==> config.mk <==
export PLATFORM = sky130hd
export DESIGN_NAME = user_pin_passthrough_switch_ctrl
export DESIGN_NICKNAME = d
export VERILOG_FILES = /design/src/shared/user_pin_pt_pkg.sv /design/src/user_pin_passthrough_switch_ctrl.sv
export SDC_FILE = /design/constraint.sdc
export NUM_CORES = 1
export LEC_CHECK = 0
export BUFFER_PORTS_ARGS = -buffer_cell sky130_fd_sc_hd__clkbuf_2
export CAP_MARGIN = 0
export CORE_MARGIN = 1.5
export CORE_UTILIZATION = 40
export CTS_BUF_LIST = sky130_fd_sc_hd__clkbuf_4 sky130_fd_sc_hd__clkbuf_8
export DETAILED_ROUTE_END_ITERATION = 10
export GPL_TIMING_DRIVEN = 0
export MAX_ROUTING_LAYER = met4
export REMOVE_ABC_BUFFERS = 1
export SLEW_MARGIN = 20
export SYNTH_ARGS = -nofsm -noshare
export SYNTH_HDL_FRONTEND = slang
export SYNTH_SLANG_ARGS = --single-unit
==> constraint.sdc <==
create_clock -name sys_clk -period 2.7 [get_ports sys_clk]
set_input_delay 0 -clock sys_clk [delete_from_list [all_inputs] [get_ports sys_clk]]
set_output_delay 0 -clock sys_clk [all_outputs]
set_load 0.05 [all_outputs]
==> src/shared/user_pin_pt_pkg.sv <==
// constants, register map and carrier types for the pass-through and switch block
package user_pin_pt_pkg;

   // -------------------------------------------------------------------
   // serial frame layout
   // -------------------------------------------------------------------
   localparam int FRAME_BITS = 16;
   localparam logic [3:0] CMD_LAST_BIT = 4'h7;
   localparam logic [3:0] DATA_FIRST_SHIFT = 4'h9;
   localparam logic [3:0] FRAME_LAST_BIT = 4'hF;
   localparam int CMD_RW_BIT = 7;
   localparam logic CMD_READ = 1'h1;

   // -------------------------------------------------------------------
   // register addresses (seven-bit field of the command byte)
   // -------------------------------------------------------------------
   localparam logic [6:0] ADDR_PASSTHRU = 7'h10;
   localparam logic [6:0] ADDR_SWITCH = 7'h11;
   localparam logic [6:0] ADDR_STATE = 7'h12;

   // -------------------------------------------------------------------
   // field positions
   // -------------------------------------------------------------------
   localparam int PT_PIN4_BIT = 7;
   localparam int PT_PIN3_BIT = 6;
   localparam int PT_PIN2_BIT = 5;
   localparam int PT_PIN1_BIT = 4;
   localparam int SW_BUF_BIT = 7;
   localparam int SW_T1_TOG_BIT = 5;
   localparam int SW_T1_DRV_BIT = 4;
   localparam int SW_T2_TOG_BIT = 3;
   localparam int SW_T2_DRV_BIT = 2;

   // -------------------------------------------------------------------
   // reset values
   // -------------------------------------------------------------------
   localparam logic [7:0] PASSTHRU_RESET = 8'h00;
   localparam logic [7:0] SWITCH_RESET = 8'h00;
   // writable bits; the rest always read back 0
   localparam logic [7:0] PASSTHRU_MASK = 8'hF0;
   localparam logic [7:0] SWITCH_MASK = 8'hBC;

   // -------------------------------------------------------------------
   // user pin mode codes
   // -------------------------------------------------------------------
   localparam logic [3:0] MODE_GPI = 4'h0;
   localparam logic [3:0] MODE_GPO = 4'h1;
   localparam logic [3:0] MODE_BUF_IN = 4'h2;
   localparam logic [3:0] MODE_THROW1_IN = 4'h4;
   localparam logic [3:0] MODE_THROW2_IN = 4'h5;

   typedef struct packed {
      logic pin4_cs_route_en;
      logic pin3_clk_route_en;
      logic pin2_din_route_en;
      logic pin1_dout_route_en;
   } route_en_s;

   typedef struct packed {
      logic buf_closed;
      logic throw1_nc_closed;
      logic throw1_no_closed;
      logic throw2_nc_closed;
      logic throw2_no_closed;
   } switch_state_s;

   typedef struct packed {
      logic pwm_on;
      logic pwm_high_buf_sel;
      logic pwm_low_buf_sel;
      logic pwm_throw1_sel;
      logic pwm_throw2_sel;
   } pwm_ctrl_s;

endpackage

==> src/user_pin_passthrough_switch_ctrl.sv <==
// serial register slave, user-pin pass-through router and switch control
`timescale 1ns/1ps

module user_pin_passthrough_switch_ctrl #(
   parameter int PINS = 4
) (
   input wire logic sys_clk,
   input wire logic nrst,
   input wire logic cs_n,
   input wire logic sclk,
   input wire logic din,
   output logic dout,
   output logic dout_oe,
   input wire logic [PINS-1:0] user_pin_in,
   output logic [PINS-1:0] user_pin_out,
   output logic [PINS-1:0] user_pin_oe,
   input wire logic [PINS*4-1:0] pin_mode_field,
   input wire logic [PINS-1:0] assert_polarity_bit,
   input wire logic [PINS-1:0] pin_level_bit,
   input wire user_pin_pt_pkg::pwm_ctrl_s pwm_ctrl,
   output user_pin_pt_pkg::switch_state_s switch_state,
   output logic [PINS-1:0] pin_rise_flag,
   output logic [PINS-1:0] pin_fall_flag,
   output logic [PINS-1:0] pin_level_q,
   output logic passthru_active
);

   // -------------------------------------------------------------------
   // serial pin synchronisers
   // -------------------------------------------------------------------
   logic [2:0] cs_sync_q;
   logic [2:0] clk_sync_q;
   logic [1:0] din_sync_q;

   always_ff @(posedge sys_clk or negedge nrst)
   begin
      if (!nrst)
      begin
         cs_sync_q <= 3'h7;
         clk_sync_q <= 3'h0;
         din_sync_q <= 2'h0;
      end
      else
      begin
         cs_sync_q <= {cs_sync_q[1:0], cs_n};
         clk_sync_q <= {clk_sync_q[1:0], sclk};
         din_sync_q <= {din_sync_q[0], din};
      end
   end

   wire cs_high = cs_sync_q[1];
   wire cs_rise = cs_sync_q[1] & ~cs_sync_q[2];
   wire cs_fall = ~cs_sync_q[1] & cs_sync_q[2];
   wire sclk_rise = clk_sync_q[1] & ~clk_sync_q[2];
   wire sclk_fall = ~clk_sync_q[1] & clk_sync_q[2];
   wire din_bit = din_sync_q[1];

   // -------------------------------------------------------------------
   // user pin synchronisers and edge tracking
   // -------------------------------------------------------------------
   logic [PINS-1:0] pin_meta_q;
   logic [PINS-1:0] pin_prev_q;

   genvar gi;
   generate
      for (gi = 0; gi < PINS; gi++)
      begin : g_pin_sync
         // tracking never stops, forwarding included
         always_ff @(posedge sys_clk or negedge nrst)
         begin
            if (!nrst)
            begin
               pin_meta_q[gi] <= 1'h0;
               pin_level_q[gi] <= 1'h0;
               pin_prev_q[gi] <= 1'h0;
               pin_rise_flag[gi] <= 1'h0;
               pin_fall_flag[gi] <= 1'h0;
            end
            else
            begin
               pin_meta_q[gi] <= user_pin_in[gi];
               pin_level_q[gi] <= pin_meta_q[gi];
               pin_prev_q[gi] <= pin_level_q[gi];
               pin_rise_flag[gi] <= pin_level_q[gi] & ~pin_prev_q[gi];
               pin_fall_flag[gi] <= ~pin_level_q[gi] & pin_prev_q[gi];
            end
         end
      end
   endgenerate

   // -------------------------------------------------------------------
   // serial frame engine
   // -------------------------------------------------------------------
   logic [3:0] bit_cnt_q;
   logic [7:0] shift_q;
   logic [7:0] cmd_q;
   logic [7:0] rd_shift_q;
   logic [7:0] passthru_q;
   logic [7:0] switch_q;
   logic pt_armed_q;
   logic act_q;

   wire [7:0] new_byte = {shift_q[6:0], din_bit};
   // bits clocked in during forwarding belong to the far device
   wire take_bit = sclk_rise & ~cs_high & ~act_q;
   wire cmd_done = take_bit & (bit_cnt_q == user_pin_pt_pkg::CMD_LAST_BIT);
   wire frame_done = take_bit & (bit_cnt_q == user_pin_pt_pkg::FRAME_LAST_BIT);
   wire is_write = cmd_q[user_pin_pt_pkg::CMD_RW_BIT] != user_pin_pt_pkg::CMD_READ;
   wire commit = frame_done & is_write;
   wire wr_passthru = commit & (cmd_q[6:0] == user_pin_pt_pkg::ADDR_PASSTHRU);
   wire wr_switch = commit & (cmd_q[6:0] == user_pin_pt_pkg::ADDR_SWITCH);
   wire shift_out = sclk_fall & ~cs_high & ~act_q
      & (bit_cnt_q >= user_pin_pt_pkg::DATA_FIRST_SHIFT);

   always_ff @(posedge sys_clk or negedge nrst)
   begin
      if (!nrst)
      begin
         bit_cnt_q <= 4'h0;
         shift_q <= 8'h00;
         cmd_q <= 8'h00;
      end
      else if (cs_high)
         bit_cnt_q <= 4'h0;
      else if (take_bit)
      begin
         shift_q <= new_byte;
         bit_cnt_q <= bit_cnt_q + 4'h1;
         if (cmd_done)
            cmd_q <= new_byte;
      end
   end

   // -------------------------------------------------------------------
   // registers
   // -------------------------------------------------------------------
   always_ff @(posedge sys_clk or negedge nrst)
   begin
      if (!nrst)
      begin
         passthru_q <= user_pin_pt_pkg::PASSTHRU_RESET;
         switch_q <= user_pin_pt_pkg::SWITCH_RESET;
      end
      else
      begin
         if (wr_passthru)
            passthru_q <= new_byte & user_pin_pt_pkg::PASSTHRU_MASK;
         if (wr_switch)
            switch_q <= new_byte & user_pin_pt_pkg::SWITCH_MASK;
      end
   end

   user_pin_pt_pkg::route_en_s route_en;
   assign route_en = passthru_q[user_pin_pt_pkg::PT_PIN4_BIT
      :user_pin_pt_pkg::PT_PIN1_BIT];

   // -------------------------------------------------------------------
   // forwarding window
   // -------------------------------------------------------------------
   // arm on the write, open only once chip select closes the frame
   always_ff @(posedge sys_clk or negedge nrst)
   begin
      if (!nrst)
      begin
         pt_armed_q <= 1'h0;
         act_q <= 1'h0;
      end
      else
      begin
         if (wr_passthru)
            pt_armed_q <= 1'h1;
         else if (cs_rise)
            pt_armed_q <= 1'h0;
         if (cs_fall)
            act_q <= 1'h0;
         else if (cs_rise & pt_armed_q)
            act_q <= 1'h1;
      end
   end

   assign passthru_active = act_q;

   // raw chip select cuts the route the moment it falls
   wire route_live = act_q & cs_n;

   // -------------------------------------------------------------------
   // read path
   // -------------------------------------------------------------------
   wire [7:0] state_byte = {pin_level_q, switch_state.buf_closed,
      switch_state.throw1_no_closed, switch_state.throw2_no_closed, act_q};
   wire [6:0] rd_addr = new_byte[6:0];
   wire [7:0] rd_data =
      (rd_addr == user_pin_pt_pkg::ADDR_PASSTHRU) ? passthru_q :
      (rd_addr == user_pin_pt_pkg::ADDR_SWITCH) ? switch_q :
      (rd_addr == user_pin_pt_pkg::ADDR_STATE) ? state_byte : 8'h00;
   wire rd_load = cmd_done & (new_byte[user_pin_pt_pkg::CMD_RW_BIT]
      == user_pin_pt_pkg::CMD_READ);

   always_ff @(posedge sys_clk or negedge nrst)
   begin
      if (!nrst)
         rd_shift_q <= 8'h00;
      else if (cs_high)
         rd_shift_q <= 8'h00;
      else if (rd_load)
         rd_shift_q <= rd_data;
      else if (shift_out)
         rd_shift_q <= {rd_shift_q[6:0], 1'h0};
   end

   wire pin1_fwd = route_live & route_en.pin1_dout_route_en;
   assign dout = pin1_fwd ? user_pin_in[0] : rd_shift_q[7];
   assign dout_oe = pin1_fwd | ~cs_high;

   // -------------------------------------------------------------------
   // user pin drive
   // -------------------------------------------------------------------
   function automatic logic [3:0] mode_of(input logic [PINS*4-1:0] f,
                                          input int i);
      mode_of = f[i*4 +: 4];
   endfunction

   function automatic logic pin_vote(input logic [PINS*4-1:0] f,
                                     input logic [PINS-1:0] lvl,
                                     input logic [PINS-1:0] pol,
                                     input logic [3:0] code);
      pin_vote = 1'h0;
      for (int i = 0; i < PINS; i++)
      begin
         // asserted when level equals polarity others give 0
         pin_vote = pin_vote | ((mode_of(f, i) == code)
            & (lvl[i] == pol[i]));
      end
   endfunction

   logic [PINS-1:0] base_out;
   logic [PINS-1:0] base_oe;
   generate
      for (gi = 0; gi < PINS; gi++)
      begin : g_pin_base
         wire is_gpo = mode_of(pin_mode_field, gi) == user_pin_pt_pkg::MODE_GPO;
         assign base_out[gi] = is_gpo & pin_level_bit[gi];
         assign base_oe[gi] = is_gpo;
      end
   endgenerate

   wire fwd3 = route_live & route_en.pin3_clk_route_en;
   wire fwd2 = route_live & route_en.pin2_din_route_en;
   wire en4 = route_en.pin4_cs_route_en;

   assign user_pin_out[3] = en4 ? ~route_live : base_out[3];
   assign user_pin_oe[3] = en4 | base_oe[3];
   assign user_pin_out[2] = fwd3 ? sclk : base_out[2];
   assign user_pin_oe[2] = fwd3 | base_oe[2];
   assign user_pin_out[1] = fwd2 ? din : base_out[1];
   assign user_pin_oe[1] = fwd2 | base_oe[1];
   assign user_pin_out[0] = base_out[0];
   assign user_pin_oe[0] = base_oe[0] & ~pin1_fwd;

   // -------------------------------------------------------------------
   // switch control
   // -------------------------------------------------------------------
   wire buf_pins = pin_vote(pin_mode_field, pin_level_q,
      assert_polarity_bit, user_pin_pt_pkg::MODE_BUF_IN);
   wire t1_pins = pin_vote(pin_mode_field, pin_level_q,
      assert_polarity_bit, user_pin_pt_pkg::MODE_THROW1_IN);
   wire t2_pins = pin_vote(pin_mode_field, pin_level_q,
      assert_polarity_bit, user_pin_pt_pkg::MODE_THROW2_IN);
   // deselected PWM terms are zero
   wire pwm_buf = pwm_ctrl.pwm_on ? pwm_ctrl.pwm_high_buf_sel
      : pwm_ctrl.pwm_low_buf_sel;
   wire pwm_t1 = pwm_ctrl.pwm_on & pwm_ctrl.pwm_throw1_sel;
   wire pwm_t2 = pwm_ctrl.pwm_on & pwm_ctrl.pwm_throw2_sel;
   wire buf_drive = switch_q[user_pin_pt_pkg::SW_BUF_BIT] | buf_pins
      | pwm_buf;
   wire t1_drive = switch_q[user_pin_pt_pkg::SW_T1_DRV_BIT] | t1_pins
      | pwm_t1;
   wire t2_drive = switch_q[user_pin_pt_pkg::SW_T2_DRV_BIT] | t2_pins
      | pwm_t2;
   wire t1_tog = switch_q[user_pin_pt_pkg::SW_T1_TOG_BIT];
   wire t2_tog = switch_q[user_pin_pt_pkg::SW_T2_TOG_BIT];

   user_pin_pt_pkg::switch_state_s sw_d;
   // toggle mode swaps the normally-closed contact only
   assign sw_d = '{buf_closed: buf_drive,
                   throw1_nc_closed: t1_drive ^ t1_tog,
                   throw1_no_closed: t1_drive,
                   throw2_nc_closed: t2_drive ^ t2_tog,
                   throw2_no_closed: t2_drive};

   always_ff @(posedge sys_clk or negedge nrst)
   begin
      if (!nrst)
         switch_state <= '0;
      else
         switch_state <= sw_d;
   end
endmodule

==> flow_metrics.py <==
metrics = {
    "outcome": {
        "status": "finished, final reports clean",
    },
    "global_route": {
        "grt_pass1_vias": 2220,
        "overflow": 0,
        "grt_pass1_wl_um": 11400,
        "antenna_found_initial": 0,
        "grt_start_max_net_pins": 44,
        "grtUsageTotal": 0.189,
    },
    "yosys": {
        "yosysUniqueCellTypes": 45,
        "ys_ff_latch": 71,
        "netlist_instances": 259,
        "synth_top_family_by_area": "simple AND/OR/NAND/NOR gates",
        "ys.flop_type": "dfrtp_1",
        "synth_compound_area_frac": 0.108,
        "yosysSeqAreaShare": 0.585,
        "synthesis.area_sq_mm": 0.00304,
        "async_reset_ff_frac": 1.00,
        "synth_simple_gate_area_frac": 0.167,
        "synthAdderAreaFrac": 0.0123,
        "synth_xor_area_frac": 0.0201,
        "synthMuxAreaShare": 0.0798,
        "synth_edf_count": 0,
        "yosysWarnings": 0,
        "synth.avg_cell_area_sq_um": 11.7,
    },
    "setup_path": {
        "start_kind": "flip-flop",
        "crit_family": "simple AND/OR/NAND/NOR gates",
        "critPathMaxStageDelay_ps": 650,
        "cp_cell_sequence": "nor4b_4, nand3_1, nor2_1, mux2_2",
        "crit_fanout": 13,
        "critPathKind": "reg2reg",
        "cp_slowest_cell": "nor4b_4",
        "arrival_ps": 2680,
        "crit_buf_inv": 0,
        "cp_data_required_time_ps": 2940,
        "endpoint_kind": "flip-flop",
    },
    "routing": {
        "finalWirelength_um": 6900,
        "viasPerCell": 5.12,
        "antenna_left": 0,
        "routedWlPerCell_um": 15.6,
        "drc": 0,
        "dr.pass1.iters": 4,
        "first_iter_violations": 130,
        "dr_total_vias": 2266,
    },
    "job": {
        "maxCapViolations": 0,
    },
    "clock_tree": {
        "cts_max_level": 3,
        "cts_tree": "built",
        "clk_latency_ps": 340,
        "cts-root-buf": "clkbuf_8",
        "cts_setup_buffers": 0,
        "clk_pin_slew_worst_paths_ps": 80,
        "cts_buffer_depth": 2,
        "cts_sinks": 71,
        "numCtsBuffers": 9,
    },
    "sta": {
        "min_period_ps": 2450,
        "finalSetupTns_ps": 0,
        "timing.final.crit_share": 0.907,
        "clock_skew_ps": 8.37,
        "hold_violations": 0,
        "layout_setup_ws_ps": 250,
        "setup_viol": 0,
        "max-slew-margin-rel": 0.543,
        "rsz0062_at_grt": "no",
        "maxSlewViolCount": 0,
        "max_slew.worst_pin.slew_ps": 682,
        "clock.fmax_mhz": 408,
    },
    "worst_hold_path": {
        "hp-class": "in2reg",
    },
    "floorplan": {
        "die_h_um": 90.2,
        "dieWidth_um": 90.2,
        "core_sq_mm": 0.00729,
        "dieArea_sq_mm": 0.00814,
        "rows": 31,
        "io_pins": 66,
        "initial_core_util": 0.417,
    },
    "place": {
        "numPortBuffers": 65,
        "place_ws_ps": -274,
        "gp_congestion": 0.846,
        "placed_cell_area_sq_mm": 0.00346,
        "dp_hpwl_um": 4940,
    },
    "finish": {
        "layout_common_cells": "68 x dfrtp_1, 64 x clkbuf_2, 33 x nand2_1",
        "final_common_cell": "dfrtp_1",
        "syn2layout_area_growth_pct": 25.9,
        "final_area_sq_mm": 0.00383,
        "fin_util": 0.525,
        "nets": 380,
        "num_antenna_cells": 0,
        "drive_gt1_frac": 0.297,
        "n_fill_cell": 681,
    },
    "power_and_ir_drop": {
        "p_per_area_mw_per_mm2": 649,
        "ir_worst_vdd_uv": 513,
        "report.power.total_mw": 2.48,
        "leakagePower_nw": 1.87,
    },
}
## synthesized netlist by cell type (2+ instances only)
| library cell | n | area, sq um |
|---|---|---|
| o21ai_0 | 13 | 65.1 |
| nor4_1 | 5 | 31.3 |
| o41ai_1 | 4 | 35.0 |
| a22o_1 | 7 | 61.3 |
| mux2_1 | 5 | 56.3 |
| and3_1 | 2 | 12.5 |
| nand2_1 | 33 | 124 |
| nor4b_1 | 2 | 17.5 |
| clkbuf_1 | 5 | 18.8 |
| buf_6 | 3 | 33.8 |
| o31ai_1 | 7 | 52.6 |
| nor2_1 | 9 | 33.8 |
| dfstp_2 | 3 | 78.8 |
| mux2_2 | 13 | 146 |
| nor2b_1 | 11 | 68.8 |
| nand3_1 | 8 | 40.0 |
| xnor2_1 | 2 | 17.5 |
| nand4_1 | 5 | 31.3 |
| a21oi_1 | 4 | 20.0 |
| inv_1 | 9 | 33.8 |
| mux2i_1 | 4 | 40.0 |
| a22oi_1 | 2 | 15.0 |
| a2bb2oi_1 | 3 | 26.3 |
| nor3b_1 | 2 | 15.0 |
| xor2_1 | 5 | 43.8 |
| nand2b_1 | 3 | 18.8 |
| ha_1 | 3 | 37.5 |
| and4b_1 | 2 | 20.0 |
| or3_1 | 2 | 12.5 |
| dfrtp_1 | 68 | 1700 |
## metrics by stage
step / cells / hold WS, ps
floorplan: 251 / -296
CTS: 443 / 33.6
detailed placement: 416 / -11.0
global route: 443 / 66.3
finish: 443 / 55.3
global placement: 415 / 109
## state kept, by name (all words and copies together) (netlist names), 5 cells and up
signal and flops:
shift_q 7, switch_state 5, switch_q 5, rd_shift_q 8
cmd_q 8
## worst paths after layout
kind | cells after the start | from | to | slack, ps
setup / recovery | 4 | passthru_active$_DFFE_PN0P_ | cmd_q[0]$_DFFE_PN0P_ | 250
hold / removal | 3 | pin_mode_field[12] | switch_state[0]$_DFF_PN0_ | 60
setup reg to reg | 4 | passthru_active$_DFFE_PN0P_ | cmd_q[0]$_DFFE_PN0P_ | 250
hold reg to reg | 0 | pin_meta_q[3]$_DFF_PN0_ | pin_level_q[3]$_DFF_PN0_ | 350
max in group asynchronous | 3 | nrst | cs_sync_q[2]$_DFF_PN1_ | 1940
min in group asynchronous | 2 | nrst | rd_shift_q[2]$_DFFE_PN0P_ | 160
## routing by layer
layer	track usage	routed length (um)	share of wire
met1	0.248	3220	0.47
met2	0.281	3350	0.49
met3	0.0440	227	0.033
met4	0.0807	99	0.014
met5	-	0	0
## area by class of cell
| cell class | count | area, sq um | share of cell area |
|---|---|---|---|
| Sequential cell | 71 | 1780 | 0.465 |
| Timing Repair Buffer | 77 | 458 | 0.120 |
| Inverter | 9 | 33.8 | 0.00882 |
| Clock buffer | 9 | 124 | 0.0323 |
| Tap cell | 99 | 124 | 0.0323 |
| Clock inverter | 7 | 120 | 0.0314 |
| Multi-Input combinational cell | 171 | 1190 | 0.311 |
## kinds of logic after synthesis
family / Yosys count
flops: 71
mux: 22
compound gates: 46
simple gates: 93
fa+ha+maj: 3
xor+xnor: 7
buf+inv: 17
## power breakdown
| part | switching, mW | internal, mW |
|---|---|---|
| sequential | 0.0656 | 1.12 |
| combinational | 0.176 | 0.0948 |
| clock | 0.414 | 0.617 |
## tightest hold or removal path, cell delays in order
cell and delay (ps):
clkbuf_2 110, nand4_1 80, nand4_1 150
## what timing repair did
action | CTS | global route
endpoints found under the setup margin | 17 | 4
hold buffers | 11 | 0
resized for setup | 1 | 1
endpoints found under the hold margin | 78 | 0
Note: power is estimated with default switching activity, not from simulation.
